<file path="src/design/ppi_pkg.sv">
// Shared constants and carrier types of the process PI controller.
// Assumes one 125 MHz clock and percent values in signed 0.1 % steps.
package ppi_pkg;
   localparam int CLK_PERIOD_NS  = 8;
   localparam int SAMPLE_TIME_US = 1000;
   localparam int SAMPLE_CYCLES  = SAMPLE_TIME_US * 1000 / CLK_PERIOD_NS;
   localparam int TI_UNIT_US     = 10000;
   localparam int TI_SCALE       = 100 * TI_UNIT_US / SAMPLE_TIME_US;
   localparam int PGAIN_DIV      = 100;
   localparam int FRAC_BITS      = 16;
   localparam int DIV_W          = 48;

   // Parameter numbers: group * 100 + index
   localparam logic [9:0] IDX_PI_SETPOINT_MONITOR     = 10'h01e;
   localparam logic [9:0] IDX_PI_FEEDBACK_MONITOR     = 10'h01f;
   localparam logic [9:0] IDX_PI_ERROR_MONITOR        = 10'h020;
   localparam logic [9:0] IDX_PI_OUTPUT_MONITOR       = 10'h021;
   localparam logic [9:0] IDX_SETPOINT_SOURCE_SELECT  = 10'h104;
   localparam logic [9:0] IDX_FEEDBACK_SOURCE_SELECT  = 10'h105;
   localparam logic [9:0] IDX_ERROR_NEGATION_ENABLE   = 10'h106;
   localparam logic [9:0] IDX_PROPORTIONAL_GAIN       = 10'h107;
   localparam logic [9:0] IDX_INTEGRAL_TIME_SETTING   = 10'h108;
   localparam logic [9:0] IDX_OUTPUT_UPPER_LIMIT      = 10'h10a;
   localparam logic [9:0] IDX_OUTPUT_LOWER_LIMIT      = 10'h10b;
   localparam logic [9:0] IDX_STOP_RESET_BEHAVIOUR    = 10'h10c;

   localparam logic [11:0]        PGAIN_MIN   = 12'h001;
   localparam logic [11:0]        PGAIN_MAX   = 12'hbb8;
   localparam logic [14:0]        TI_MIN      = 15'h0001;
   localparam logic [14:0]        TI_MAX      = 15'h7d00;
   localparam logic signed [15:0] UPPER_MAX   = 16'sh7530;
   localparam logic signed [15:0] LOWER_MIN   = 16'sh8ad0;
   localparam logic signed [15:0] KEYPAD_MAX  = 16'sh03e8;
   localparam logic signed [15:0] MON_MIN     = 16'sh8000;
   localparam logic signed [15:0] MON_MAX     = 16'sh7fff;

   localparam logic [2:0] SRC_KEYPAD  = 3'h0;
   localparam logic [2:0] SRC_ANALOG1 = 3'h1;
   localparam logic [2:0] SRC_ANALOG2 = 3'h2;
   localparam logic [2:0] SRC_SERIAL  = 3'h4;
   localparam logic [2:0] REF_SRC_PI  = 3'h4;

   localparam logic [11:0]        RST_PGAIN = 12'h064;
   localparam logic [14:0]        RST_TI    = 15'h0064;
   localparam logic signed [15:0] RST_UPPER = 16'sh03e8;
   localparam logic signed [15:0] RST_LOWER = 16'sh0000;

   typedef struct packed {
      logic [2:0]        sp_src;
      logic              fb_src;
      logic              neg;
      logic [11:0]       pgain;
      logic [14:0]       ti;
      logic signed [15:0] hi;
      logic signed [15:0] lo;
      logic              keep_run;
   } ppi_cfg_t;

   typedef struct packed {
      logic signed [15:0] sp;
      logic signed [15:0] fb;
      logic signed [15:0] err;
      logic signed [15:0] out;
   } ppi_mon_t;

   typedef enum logic [3:0] {
      ST_IDLE  = 4'b0001,
      ST_PROP  = 4'b0010,
      ST_INTEG = 4'b0100,
      ST_APPLY = 4'b1000
   } ppi_state_t;
endpackage

</file>
<file path="src/design/ppi_sat.sv">
// Signed saturating narrow: clamps a wide value into [lo, hi].
// Assumes lo <= hi; purely combinational.
`timescale 1ns/1ps
module ppi_sat #(
   parameter int IW = 17,
   parameter int OW = 16
)(
   // Value and bounds
   input  wire logic signed [IW-1:0] val,
   input  wire logic signed [OW-1:0] lo,
   input  wire logic signed [OW-1:0] hi,
   // Result
   output logic signed [OW-1:0]      res
);
   generate
      if (IW < OW) begin : g_chk
         $error("ppi_sat: IW must not be below OW");
      end
   endgenerate

   always_comb begin
      if (val < lo) begin
         res = lo;
      end else if (val > hi) begin
         res = hi;
      end else begin
         res = val[OW-1:0];
      end
   end
endmodule

</file>
<file path="src/design/ppi_div.sv">
// Serial restoring divider, one quotient bit per clock.
// Assumes a nonzero divisor; start while busy is not checked and restarts the division.
`timescale 1ns/1ps
module ppi_div #(
   parameter int W = 48
)(
   // Clock and reset
   input  wire logic         clk,
   input  wire logic         rst_n,
   // Request
   input  wire logic         start,
   input  wire logic [W-1:0] dividend,
   input  wire logic [W-1:0] divisor,
   // Answer
   output logic              done,
   output logic [W-1:0]      quot
);
   localparam int CW = $clog2(W + 1);

   generate
      if (W < 2) begin : g_chk
         $error("ppi_div: W must be at least 2");
      end
   endgenerate

   logic [W-1:0]  rem_r;
   logic [W-1:0]  den_r;
   logic [CW-1:0] cnt_r;
   logic          busy_r;
   logic [W:0]    rem_sh;
   logic [W:0]    rem_sub;

   assign rem_sh  = {rem_r, quot[W-1]};
   assign rem_sub = rem_sh - {1'b0, den_r};

   always_ff @(posedge clk) begin
      if (!rst_n) begin
         rem_r  <= '0;
         den_r  <= '0;
         cnt_r  <= '0;
         busy_r <= 1'b0;
         done   <= 1'b0;
         quot   <= '0;
      end else if (start) begin
         rem_r  <= '0;
         den_r  <= divisor;
         cnt_r  <= CW'(W);
         busy_r <= 1'b1;
         done   <= 1'b0;
         quot   <= dividend;
      end else if (busy_r) begin
         if (rem_sh >= {1'b0, den_r}) begin
            rem_r <= rem_sub[W-1:0];
            quot  <= {quot[W-2:0], 1'b1};
         end else begin
            rem_r <= rem_sh[W-1:0];
            quot  <= {quot[W-2:0], 1'b0};
         end
         cnt_r <= cnt_r - CW'(1);
         if (cnt_r == CW'(1)) begin
            busy_r <= 1'b0;
            done   <= 1'b1;
         end
      end else begin
         done <= 1'b0;
      end
   end
endmodule

</file>
<file path="src/design/ppi_ctrl.sv">
// Process PI controller: parameter store, source muxing, PI loop.
// Assumes all inputs come from logic on clk; one parameter access a cycle.
`timescale 1ns/1ps
module ppi_ctrl
   import ppi_pkg::*;
#(
   parameter int SAMPLE_CYC = SAMPLE_CYCLES
)(
   // Clock and reset
   input  wire logic               clk,
   input  wire logic               rst_n,
   // Parameter access
   input  wire logic               par_wr,
   input  wire logic               par_rd,
   input  wire logic [9:0]         par_idx,
   input  wire logic [15:0]        par_wdata,
   output logic [15:0]             par_rdata,
   // Reference sources
   input  wire logic signed [15:0] first_analog_reference,
   input  wire logic signed [15:0] second_analog_reference,
   input  wire logic signed [15:0] serial_link_setpoint,
   input  wire logic               keypad_up,
   input  wire logic               keypad_down,
   // Drive state
   input  wire logic               drive_run,
   input  wire logic               place_b,
   input  wire logic [2:0]         ref_src_a,
   input  wire logic [2:0]         ref_src_b,
   // Results
   output logic signed [15:0]      controller_output_reference,
   output logic                    pi_ref_active,
   output ppi_mon_t                monitor
);
   localparam int TW = $clog2(SAMPLE_CYC);

   // Two divisions must finish inside one sample period
   generate
      if (SAMPLE_CYC < 2 * DIV_W + 8) begin : g_chk
         $error("ppi_ctrl: SAMPLE_CYC too small for the divider");
      end
   endgenerate
   ppi_cfg_t           cfg_r;
   logic signed [15:0] keypad_setpoint_r;
   logic [TW-1:0]      tick_cnt_r;
   ppi_state_t         state_r;
   logic               err_neg_r;
   logic [28:0]        prod_r;
   logic [23:0]        p_r;
   logic signed [47:0] acc_r;
   logic signed [15:0] out_r;
   logic [2:0]         act_src;
   logic               pi_sel;
   logic               keypad_ok;
   logic               tick;
   logic               stop_clr;
   logic signed [15:0] sp;
   logic signed [15:0] fb;
   logic signed [16:0] err_raw;
   logic signed [16:0] err_use;
   logic [16:0]        err_mag;
   logic signed [15:0] err_mon;
   logic [28:0]        prod_now;
   logic               div_start;
   logic [DIV_W-1:0]   div_num;
   logic [DIV_W-1:0]   div_den;
   logic               div_done;
   logic [DIV_W-1:0]   div_q;
   logic signed [48:0] inc;
   logic               hold;
   logic signed [48:0] acc_sum;
   logic signed [47:0] acc_lo;
   logic signed [47:0] acc_hi;
   logic signed [47:0] acc_new;
   logic signed [24:0] p_s;
   logic signed [39:0] out_sum;
   logic signed [15:0] out_new;
   // Active control place picks its reference selector
   assign act_src   = place_b ? ref_src_b : ref_src_a;
   assign pi_sel    = (act_src == REF_SRC_PI);
   assign keypad_ok = (cfg_r.sp_src == SRC_KEYPAD) && pi_sel;
   assign stop_clr  = !drive_run && !cfg_r.keep_run;
   assign tick      = (tick_cnt_r == TW'(SAMPLE_CYC - 1));

   always_comb begin
      case (cfg_r.sp_src)
         SRC_KEYPAD:  sp = keypad_setpoint_r;
         SRC_ANALOG1: sp = first_analog_reference;
         SRC_ANALOG2: sp = second_analog_reference;
         SRC_SERIAL:  sp = serial_link_setpoint;
         default:     sp = 16'sh0000;
      endcase
   end
   assign fb = cfg_r.fb_src ? second_analog_reference : first_analog_reference;
   always_comb begin
      err_raw = {sp[15], sp} - {fb[15], fb};
      err_use = cfg_r.neg ? -err_raw : err_raw;
      err_mag = err_use[16] ? 17'(-err_use) : 17'(err_use);
      prod_now = cfg_r.pgain * err_mag;
   end
   ppi_sat #(.IW(17), .OW(16)) u_err_sat (
      .val (err_raw),
      .lo  (MON_MIN),
      .hi  (MON_MAX),
      .res (err_mon)
   );

   // Parameter writes; out-of-range values are clamped or dropped
   always_ff @(posedge clk) begin
      if (!rst_n) begin
         cfg_r.sp_src   <= SRC_KEYPAD;
         cfg_r.fb_src   <= 1'b0;
         cfg_r.neg      <= 1'b0;
         cfg_r.pgain    <= RST_PGAIN;
         cfg_r.ti       <= RST_TI;
         cfg_r.hi       <= RST_UPPER;
         cfg_r.lo       <= RST_LOWER;
         cfg_r.keep_run <= 1'b0;
      end else if (par_wr) begin
         if (par_idx == IDX_SETPOINT_SOURCE_SELECT) begin
            if (par_wdata <= 16'h0004) begin
               cfg_r.sp_src <= par_wdata[2:0];
            end
         end else if (par_idx == IDX_FEEDBACK_SOURCE_SELECT) begin
            if (par_wdata <= 16'h0001) begin
               cfg_r.fb_src <= par_wdata[0];
            end
         end else if (par_idx == IDX_ERROR_NEGATION_ENABLE) begin
            if (par_wdata <= 16'h0001) begin
               cfg_r.neg <= par_wdata[0];
            end
         end else if (par_idx == IDX_PROPORTIONAL_GAIN) begin
            if (par_wdata < 16'(PGAIN_MIN)) begin
               cfg_r.pgain <= PGAIN_MIN;
            end else if (par_wdata > 16'(PGAIN_MAX)) begin
               cfg_r.pgain <= PGAIN_MAX;
            end else begin
               cfg_r.pgain <= par_wdata[11:0];
            end
         end else if (par_idx == IDX_INTEGRAL_TIME_SETTING) begin
            if (par_wdata < 16'(TI_MIN)) begin
               cfg_r.ti <= TI_MIN;
            end else if (par_wdata > 16'(TI_MAX)) begin
               cfg_r.ti <= TI_MAX;
            end else begin
               cfg_r.ti <= par_wdata[14:0];
            end
         end else if (par_idx == IDX_OUTPUT_UPPER_LIMIT) begin
            if ($signed(par_wdata) < 16'sh0000) begin
               cfg_r.hi <= 16'sh0000;
            end else if ($signed(par_wdata) > UPPER_MAX) begin
               cfg_r.hi <= UPPER_MAX;
            end else begin
               cfg_r.hi <= $signed(par_wdata);
            end
         end else if (par_idx == IDX_OUTPUT_LOWER_LIMIT) begin
            if ($signed(par_wdata) > 16'sh0000) begin
               cfg_r.lo <= 16'sh0000;
            end else if ($signed(par_wdata) < LOWER_MIN) begin
               cfg_r.lo <= LOWER_MIN;
            end else begin
               cfg_r.lo <= $signed(par_wdata);
            end
         end else if (par_idx == IDX_STOP_RESET_BEHAVIOUR) begin
            if (par_wdata <= 16'h0001) begin
               cfg_r.keep_run <= par_wdata[0];
            end
         end
      end
   end

   // Keypad setpoint: one 0.1 % step per clock a key is held; both keys cancel
   always_ff @(posedge clk) begin
      if (!rst_n) begin
         keypad_setpoint_r <= 16'sh0000;
      end else if (keypad_ok) begin
         if (keypad_up && !keypad_down && keypad_setpoint_r < KEYPAD_MAX) begin
            keypad_setpoint_r <= keypad_setpoint_r + 16'sh0001;
         end else if (keypad_down && !keypad_up && keypad_setpoint_r > 16'sh0000) begin
            keypad_setpoint_r <= keypad_setpoint_r - 16'sh0001;
         end
      end
   end

   // Sample period
   always_ff @(posedge clk) begin
      if (!rst_n || tick) begin
         tick_cnt_r <= '0;
      end else begin
         tick_cnt_r <= tick_cnt_r + TW'(1);
      end
   end

   // One shared divider: first P = gain*e/100, then I step
   assign div_start = (state_r == ST_IDLE && tick) || (state_r == ST_PROP && div_done);
   assign div_num   = (state_r == ST_IDLE) ? {19'h0, prod_now} : {3'h0, prod_r, 16'h0};
   assign div_den   = (state_r == ST_IDLE) ? DIV_W'(PGAIN_DIV)
                                           : DIV_W'(cfg_r.ti) * DIV_W'(TI_SCALE);
   ppi_div #(.W(DIV_W)) u_div (
      .clk      (clk),
      .rst_n    (rst_n),
      .start    (div_start),
      .dividend (div_num),
      .divisor  (div_den),
      .done     (div_done),
      .quot     (div_q)
   );

   always_ff @(posedge clk) begin
      if (!rst_n) begin
         state_r   <= ST_IDLE;
         err_neg_r <= 1'b0;
         prod_r    <= '0;
         p_r       <= '0;
      end else begin
         case (state_r)
            ST_IDLE: begin
               if (tick) begin
                  err_neg_r <= err_use[16];
                  prod_r    <= prod_now;
                  state_r   <= ST_PROP;
               end
            end
            ST_PROP: begin
               if (div_done) begin
                  p_r     <= div_q[23:0];
                  state_r <= ST_INTEG;
               end
            end
            ST_INTEG: begin
               if (div_done) begin
                  state_r <= ST_APPLY;
               end
            end
            ST_APPLY: begin
               state_r <= ST_IDLE;
            end
            default: begin
               state_r <= ST_IDLE;
            end
         endcase
      end
   end
   // Integrator step with anti-windup; fraction kept in the low bits
   always_comb begin
      inc = err_neg_r ? -$signed({1'b0, div_q}) : $signed({1'b0, div_q});
      hold = (out_r >= cfg_r.hi && !err_neg_r) || (out_r <= cfg_r.lo && err_neg_r);
      acc_sum = {acc_r[47], acc_r} + (hold ? 49'sh0 : inc);
      acc_lo = {{(32 - FRAC_BITS){cfg_r.lo[15]}}, cfg_r.lo, {FRAC_BITS{1'b0}}};
      acc_hi = {{(32 - FRAC_BITS){cfg_r.hi[15]}}, cfg_r.hi, {FRAC_BITS{1'b0}}};
      p_s = err_neg_r ? -$signed({1'b0, p_r}) : $signed({1'b0, p_r});
      out_sum = {{15{p_s[24]}}, p_s} + {{8{acc_new[47]}}, acc_new[47:16]};
   end
   ppi_sat #(.IW(49), .OW(48)) u_acc_sat (
      .val (acc_sum),
      .lo  (acc_lo),
      .hi  (acc_hi),
      .res (acc_new)
   );
   ppi_sat #(.IW(40), .OW(16)) u_out_sat (
      .val (out_sum),
      .lo  (cfg_r.lo),
      .hi  (cfg_r.hi),
      .res (out_new)
   );
   // Stop clear overrides any pending update
   always_ff @(posedge clk) begin
      if (!rst_n || stop_clr) begin
         acc_r <= '0;
         out_r <= 16'sh0000;
      end else if (state_r == ST_APPLY) begin
         acc_r <= acc_new;
         out_r <= out_new;
      end
   end
   // Reference output only while the active place selects the controller
   always_ff @(posedge clk) begin
      if (!rst_n) begin
         pi_ref_active               <= 1'b0;
         controller_output_reference <= 16'sh0000;
      end else begin
         pi_ref_active               <= pi_sel;
         controller_output_reference <= pi_sel ? out_r : 16'sh0000;
      end
   end

   always_ff @(posedge clk) begin
      if (!rst_n) begin
         monitor <= '0;
      end else begin
         monitor.sp  <= sp;
         monitor.fb  <= fb;
         monitor.err <= err_mon;
         monitor.out <= out_r;
      end
   end
   // Reads answer on the next edge; unknown numbers read zero
   always_ff @(posedge clk) begin
      if (!rst_n) begin
         par_rdata <= 16'h0000;
      end else if (par_rd) begin
         if (par_idx == IDX_PI_SETPOINT_MONITOR) begin
            par_rdata <= sp;
         end else if (par_idx == IDX_PI_FEEDBACK_MONITOR) begin
            par_rdata <= fb;
         end else if (par_idx == IDX_PI_ERROR_MONITOR) begin
            par_rdata <= err_mon;
         end else if (par_idx == IDX_PI_OUTPUT_MONITOR) begin
            par_rdata <= out_r;
         end else if (par_idx == IDX_SETPOINT_SOURCE_SELECT) begin
            par_rdata <= {13'h0, cfg_r.sp_src};
         end else if (par_idx == IDX_FEEDBACK_SOURCE_SELECT) begin
            par_rdata <= {15'h0, cfg_r.fb_src};
         end else if (par_idx == IDX_ERROR_NEGATION_ENABLE) begin
            par_rdata <= {15'h0, cfg_r.neg};
         end else if (par_idx == IDX_PROPORTIONAL_GAIN) begin
            par_rdata <= {4'h0, cfg_r.pgain};
         end else if (par_idx == IDX_INTEGRAL_TIME_SETTING) begin
            par_rdata <= {1'b0, cfg_r.ti};
         end else if (par_idx == IDX_OUTPUT_UPPER_LIMIT) begin
            par_rdata <= cfg_r.hi;
         end else if (par_idx == IDX_OUTPUT_LOWER_LIMIT) begin
            par_rdata <= cfg_r.lo;
         end else if (par_idx == IDX_STOP_RESET_BEHAVIOUR) begin
            par_rdata <= {15'h0, cfg_r.keep_run};
         end else begin
            par_rdata <= 16'h0000;
         end
      end
   end

   logic signed [16:0] chk_err;
   assign chk_err = {monitor.sp[15], monitor.sp} - {monitor.fb[15], monitor.fb};
endmodule

</file>
<file path="config.mk">
export PLATFORM = sky130hd
export DESIGN_NAME = ppi_ctrl
export DESIGN_NICKNAME = d
export VERILOG_FILES = /design/src/design/ppi_pkg.sv /design/src/design/ppi_sat.sv /design/src/design/ppi_div.sv /design/src/design/ppi_ctrl.sv
export SDC_FILE = /design/constraint.sdc
export NUM_CORES = 2
export LEC_CHECK = 0
export BUFFER_PORTS_ARGS = -buffer_cell sky130_fd_sc_hd__clkbuf_2
export CAP_MARGIN = 40
export CELL_PAD_IN_SITES_DETAIL_PLACEMENT = 0
export CELL_PAD_IN_SITES_GLOBAL_PLACEMENT = 1
export CORE_ASPECT_RATIO = 0.8
export CORE_MARGIN = 2
export CORE_UTILIZATION = 40
export CTS_CLUSTER_DIAMETER = 80
export DETAILED_ROUTE_END_ITERATION = 7
export PLACE_DENSITY_LB_ADDON = 0.08
export SLEW_MARGIN = 10
export SYNTH_ARGS = -nofsm -noshare
export SYNTH_HDL_FRONTEND = slang
export SYNTH_SLANG_ARGS = --single-unit
</file>
<file path="constraint.sdc">
create_clock -name clk -period 27.6 [get_ports clk]
set_clock_uncertainty 0.05 [all_clocks]
set_input_delay 4.14 -clock clk [delete_from_list [all_inputs] [get_ports clk]]
set_output_delay 4.14 -clock clk [all_outputs]
set_load 0.02 [all_outputs]
</file>
## Yosys cells after proc, flatten, opt, wreduce, memory -nomap -nowiden

Index checks and enable logic that the tools add are counted.

- Output and inout port bits: 97
- Flip-flop bits (word level): 469

- Bitwise operators: 9
- Add/sub/neg operators: 12
- Order comparisons: 20
- $mul: 2
- Equality and inequality tests: 25
- Mux-type cells: 51
- Reductions and logical operators: 38

Operators by type and width:

| operator | number |
|---|---|
| 16-bit 2-to-1 mux | 22 |
| 48-bit 2-to-1 mux | 5 |
| 49-bit 2-to-1 mux | 2 |
| 10-bit by 9-bit equality test with 1-bit output, second input constant | 8 |
| 16-bit one-hot mux with 4 select lines | 1 |
| 25-bit 2-to-1 mux | 2 |
| 49-bit adder | 1 |
| 49-bit by 48-bit >= comparator with 1-bit output | 1 |
| 49-bit by 32-bit greater-than comparator with 1-bit output | 1 |
| 49-bit by 32-bit less-than comparator with 1-bit output | 1 |
| 48-bit negation with 49-bit output | 1 |
| 48-bit subtractor | 1 |
| 45-bit 2-to-1 mux | 1 |
| 17-bit 2-to-1 mux | 2 |
| 17-bit negation | 2 |
| 25-bit by 32-bit adder with 33-bit output | 1 |
| 33-bit by 16-bit greater-than comparator with 1-bit output | 1 |
| 33-bit by 16-bit less-than comparator with 1-bit output | 1 |
| 16-bit by 1-bit greater-than comparator with 1-bit output, second input constant | 2 |
| 16-bit by 1-bit less-than comparator with 1-bit output, second input constant | 2 |
| 15-bit 2-to-1 mux | 2 |
| 12-bit by 17-bit multiplier with 29-bit output | 1 |
| 24-bit negation with 25-bit output | 1 |
| 12-bit 2-to-1 mux | 2 |
| other kinds (51) | 93 |

## Longest topological paths before layout

- Depth after elaboration: 13
- Mapped depth: 64
- Mapped depth without buffers: 58

## Hierarchy

A second synthesis with hierarchy kept.

- Cells, all modules: 6377
- Area total of the unflattened synthesis: 49836.5 sq um

By module, submodules not included:

| module | sequential area each (sq um) | cells each | area an instance (sq um) | instances |
|---|---|---|---|---|
| ppi_ctrl | 6326.1 | 3901 | 31321.3 | 1 |
| ppi_div | 3042.9 | 1291 | 10088.4 | 1 |
| ppi_sat at u_acc_sat | 0.0 | 622 | 4291.6 | 1 |
| ppi_sat at u_out_sat | 0.0 | 346 | 2638.8 | 1 |
| ppi_sat at u_err_sat | 0.0 | 217 | 1496.4 | 1 |

## Least setup slack after synthesis

OpenSTA, ideal clock, no wires.

- Path type: input-to-reg
- Start: input port second_analog_reference[0]
- End: register u_div.quot[26]
- Stages: 42
- Setup time: 0.128 ns
- Arrival: 13.830 ns
- Setup slack: 13.593 ns
- Required time: 27.422 ns
- Path buffers: 2
- Cells stage by stage: mux2i_1 nor2_1 a21oi_1 nor2_1 a21oi_1 ha_1 inv_1 fa_1 a211o_1 a2111o_1 a31oi_4 o21ai_2 a211oi_1 a211oi_1 or4_1 or2_1 o21a_4 xor2_4 [6 not listed] fa_1 fa_1 inv_1 fa_1 inv_1 fa_1 ha_1 a21oi_1 o21a_1 a31oi_1 o41ai_1 o22ai_1 o41ai_1 a31oi_1 xnor2_1 nor2_1 a221oi_1 nor2_1

- Longest elaborated chain between the ends: 9

RTL lines:

| what | line | source |
|---|---|---|
| from (decl) | ppi_ctrl.sv:20 | `input wire logic signed [15:0] second_analog_reference,` |
| 16-bit one-hot mux with 4 select lines or 16-bit 2-to-1 mux (tied branches) | ppi_ctrl.sv:85, ppi_ctrl.sv:93 |  |
| 16-bit by 16-bit subtractor with 17-bit output * | ppi_ctrl.sv:95 | `err_raw = {sp[15], sp} - {fb[15], fb};` |
| 17-bit negation | ppi_ctrl.sv:96 | `err_use = cfg_r.neg ? -err_raw : err_raw;` |
| 17-bit 2-to-1 mux * | ppi_ctrl.sv:96 |  |
| 17-bit negation | ppi_ctrl.sv:97 | `err_mag = err_use[16] ? 17'(-err_use) : 17'(err_use);` |
| 17-bit 2-to-1 mux * | ppi_ctrl.sv:97 |  |
| 12-bit by 17-bit multiplier with 29-bit output * | ppi_ctrl.sv:98 | `prod_now = cfg_r.pgain * err_mag;` |
| 45-bit 2-to-1 mux * | ppi_ctrl.sv:195 | `assign div_num = (state_r == ST_IDLE) ? {19'h0, prod_now} : {3'h0, prod_r, 16'h0};` |
| 48-bit 2-to-1 mux * | ppi_div.sv:44 | `end else if (start) begin` |
| to (signal assigned) | ppi_div.sv:50 | `quot <= dividend;` |
| to (signal assigned) | ppi_div.sv:54 | `quot <= {quot[W-2:0], 1'b1};` |
| to (signal assigned) | ppi_div.sv:57 | `quot <= {quot[W-2:0], 1'b0};` |
| to (decl) | ppi_div.sv:16 | `output logic [W-1:0] quot` |

Mark *: on every way between the ends. The rest lies on a longest branch, timed or not.
A chain may end at the register's enable or synchronous reset.

## Worst setup path in the final report

- Start: register acc_lo[31] (netlist name)
- End: register out_r[2]

- Longest elaborated chain between the ends: 12

RTL lines:

| what | line | source |
|---|---|---|
| 16-bit less-or-equal comparator | ppi_ctrl.sv:246 | `hold = (out_r >= cfg_r.hi && !err_neg_r) \|\| (out_r <= cfg_r.lo && err_neg_r);` |
| 1-bit logical AND | ppi_ctrl.sv:246 |  |
| 1-bit logical OR | ppi_ctrl.sv:246 |  |
| 49-bit 2-to-1 mux | ppi_ctrl.sv:247 | `acc_sum = {acc_r[47], acc_r} + (hold ? 49'sh0 : inc);` |
| 49-bit adder | ppi_ctrl.sv:247 |  |
| 49-bit by 32-bit greater-than comparator with 1-bit output | ppi_sat.sv:24 | `end else if (val > hi) begin` |
| 48-bit 2-to-1 mux | ppi_sat.sv:24 |  |
| 48-bit 2-to-1 mux * | ppi_sat.sv:22 | `if (val < lo) begin` |
| net acc_new[16] | ppi_ctrl.sv:73 | `logic signed [47:0] acc_new;` |
| 25-bit by 32-bit adder with 33-bit output * | ppi_ctrl.sv:251 | `out_sum = {{15{p_s[24]}}, p_s} + {{8{acc_new[47]}}, acc_new[47:16]};` |
| 33-bit by 16-bit greater-than comparator with 1-bit output | ppi_sat.sv:24 |  |
| 16-bit 2-to-1 mux | ppi_sat.sv:24 |  |
| 16-bit 2-to-1 mux * | ppi_sat.sv:22 |  |
| to (signal assigned) | ppi_ctrl.sv:272 | `out_r <= out_new;` |
| to (decl) | ppi_ctrl.sv:50 | `logic signed [15:0] out_r;` |

The timed path passes the listed nets; every way through them passes the cells marked *.

==> results.py <==
metrics = {
    "final_layout": {
        "fin_util_pct": 44.6,
        "final_cell_mix": "nor2_1 (447), dfxtp_1 (441), nand2_1 (432)",
        "drive_above_1_share_pct": 8.40,
        "nets": 5835,
        "fillCellCount": 10295,
        "layout.cells.most_common": "nor2_1",
        "syn_to_final_growth_pct": 10.1,
        "multi_input_area_um2": 29600,
        "final_cells": 6527,
        "seqCellArea_um2": 8870,
    },
    "global_routing": {
        "grt_pass1_wl_um": 229000,
        "grt_start_max_net_pins": 133,
        "track_usage_pct": 28.3,
        "grt_pass1_vias": 36184,
        "antenna_found_initial": 6,
        "gr-total-overflow": 0,
    },
    "power": {
        "total_power_mw": 1.94,
        "power_density_nw_per_um2": 43.1,
        "ir_drop_v": 0.0000458,
        "leakagePower_nw": 19.9,
    },
    "setup_path": {
        "endpoint_kind": "register",
        "timing.reg2reg.setup_slack_ns": 11.91,
        "worstPathArrival_ns": 16.14,
        "cp_slowest_cell": "o41ai_1",
        "crit_path_start_kind": "register",
        "crit_fanout": 48,
        "crit_path_start": "acc_lo[31]$_SDFFE_PN0P_",
        "crit_top_cell": "nor2_1",
        "cp-endpoint": "out_r[2]$_SDFFE_PP0N_",
        "slowest_delay_ns": 0.79,
        "critPathRequiredTime_ns": 28.05,
        "r2r-end": "out_r[2]$_SDFFE_PP0N_",
        "critical_path_class": "register to register",
        "r2r-start": "acc_lo[31]$_SDFFE_PN0P_",
        "worstRegToRegCells": 53,
    },
    "clocking": {
        "clock_latency_ns": 0.66,
        "cts_root_buffer": "clkbuf_16",
        "numCtsBuffers": 54,
        "h-tree-depth": 2,
        "cts_buffer_depth": 3,
        "clock_sinks": 443,
        "cts_hold_buf": 0,
        "clkTransAtPathRegs_ns": 0.06,
        "post_cts_buffers": 0,
        "cts_tree": "yes",
        "post_cts_resized": 0,
    },
    "synth": {
        "synth-seq-cells": 443,
        "synth-main-ff-cell": "dfxtp_1",
        "synth_top_area_share_pct": 21.7,
        "avgSynthCellArea_um2": 7.99,
        "syn-instance-count": 5106,
        "yosys_warnings": 0,
        "synth_top_area_cell": "dfxtp_1",
        "ys_types": 95,
        "synth_nets": 5783,
        "ys_top_cells_by_area": "dfxtp_1 (22%), ha_1 (12%), fa_1 (10%)",
        "syn_area_um2": 40800,
        "synth_edf_count": 0,
        "ys_async_sr_fraction_pct": 0,
        "seq_area_frac_synth_pct": 21.7,
    },
    "timing": {
        "worst_slew_pin_slew_ns": 0.983,
        "holdWs_ns": 0.398,
        "maxSlewViolCount": 0,
        "rsz0062_at_grt": "no",
        "tns_ns": 0,
        "fmax_mhz": 63.8,
        "period_share_pct": 56.8,
        "setup-violations-final": 0,
        "period_needed_ns": 15.69,
        "finalHoldViolCount": 0,
        "slew_headroom_pct": 32.8,
    },
    "route": {
        "antenna_left": 0,
        "dr.pass1.iters": 6,
        "wire_per_inst_um": 23.2,
        "vias": 38319,
        "drt-vias-per-instance": 5.87,
        "drt_first_iter_violations": 3584,
        "wirelength_um": 151000,
        "route.detailed.drc": 0,
    },
    "placed_design": {
        "placed_cells": 6425,
        "port_buffers": 184,
        "dp_hpwl_um": 118000,
        "place_congestion": 0.951,
    },
    "floorplan": {
        "core_region_area_um2": 101000,
        "row_count": 104,
        "initial_core_util_pct": 40.5,
        "dieHeight_um": 290,
        "num_io_pins": 185,
        "dieWidth_um": 361,
        "dieArea_um2": 105000,
    },
    "outcome": {
        "outcome": "finished, final reports clean",
    },
    "run": {
        "cap_violations": 0,
    },
    "min_path": {
        "hp-class": "register to register",
    },
}
## kinds of logic (layout without fill, tap and decap cells)
group	after synthesis	count (layout)	share of synthesized area (%)
AO/OA/AOI/OAI	1407	1407	22.1
XOR/XNOR	253	253	5.48
other	0	1	0
AND/OR/NAND/NOR	1673	1673	19.9
adder cells (fa/ha/maj)	590	590	21.9
buffers and inverters	618	713	5.92
multiplexers	122	122	3.02
flip-flops	443	443	21.7
## critical path: cells and delay by family (launching register included)
| family | cells | cell delay, ns |
|---|---|---|
| muxes | 1 | 0.31 |
| xor gates and xnor gates | 2 | 0.37 |
| and+or+nand+nor | 16 | 3.72 |
| buffers and inverters | 3 | 0.79 |
| AOI/OAI and AO/OA | 24 | 7.41 |
| DFF | 1 | 0.44 |
| adders and majority gates | 7 | 2.37 |
## through the flow
step	worst slack [ns]	area, um^2
final	11.91	44900
after global routing	10.81	44900
after CTS	12.31	44900
after detailed placement	12.08	43100
after global placement	11.92	42800
after floorplan	13.59	40800
## worst min-delay path by stage
| stage | start | to | slack (ns) | cells after the start |
|---|---|---|---|---|
| 2_1_floorplan | tick_cnt_r[0]$_SDFF_PP0_ | tick_cnt_r[0]$_SDFF_PP0_ | 0.37 | 1 |
| 3_5_place_dp | tick_cnt_r[0]$_SDFF_PP0_ | tick_cnt_r[0]$_SDFF_PP0_ | 0.39 | 1 |
| 5_1_grt | par_rdata[5]$_SDFFE_PN0P_ | par_rdata[5]$_SDFFE_PN0P_ | 0.42 | 1 |
| 4_1_cts | acc_lo[27]$_SDFFE_PN0P_ | acc_lo[27]$_SDFFE_PN0P_ | 0.40 | 2 |
| 3_3_place_gp | tick_cnt_r[0]$_SDFF_PP0_ | tick_cnt_r[0]$_SDFF_PP0_ | 0.38 | 1 |
| 6_report | tick_cnt_r[0]$_SDFF_PP0_ | tick_cnt_r[0]$_SDFF_PP0_ | 0.40 | 1 |
## cell usage after synthesis (75+ instances only)
master	number
clkbuf_1	233
o21ai_0	310
fa_1	205
mux2i_1	114
nor3_1	117
nor2_1	452
a211oi_1	81
a21oi_1	389
a21o_1	104
nand3_1	177
and3_1	75
ha_1	384
xor2_1	125
inv_1	335
xnor2_1	127
and2_1	82
nand2_1	433
dfxtp_1	443
## area by class of cell
| cell class | instances | area share [%] |
|---|---|---|
| Timing Repair Buffer | 276 | 3.75 |
| Sequential cell | 443 | 19.7 |
| Clock inverter | 24 | 0.788 |
| Clock buffer | 75 | 3.34 |
| Inverter | 338 | 2.83 |
| Antenna cell | 1 | 0.00557 |
| Tap cell | 1325 | 3.69 |
| Multi-Input combinational cell | 4045 | 65.9 |
## power by group
group,internal [mW],switching [mW]
Combinational,0.203,0.316
Sequential,0.646,0.00454
Clock,0.440,0.326
Total,1.29,0.646
## sequential cells by signal, summed over array words and instances, names as in the netlist, 16 cells and up
register,flops
monitor,64
acc_r,48
u_div.quot,48
u_div.rem_r,48
cfg_r,33
prod_r,29
p_r,24
u_div.den_r,23
tick_cnt_r,17
acc_lo,16
controller_output_reference,16
keypad_setpoint_r,16
out_r,16
par_rdata,16
## per-layer routing
metal  global-route usage, %  up-vias  part of all wire, %
met2                    43.2     1215                   42
met1                    41.5    18552                   48
met5                       0        -               0.0086
met4                    6.41        2                  2.3
met3                    4.77      197                  7.3
li1                        -    18353                    -
(Power assumes the default switching activity.)
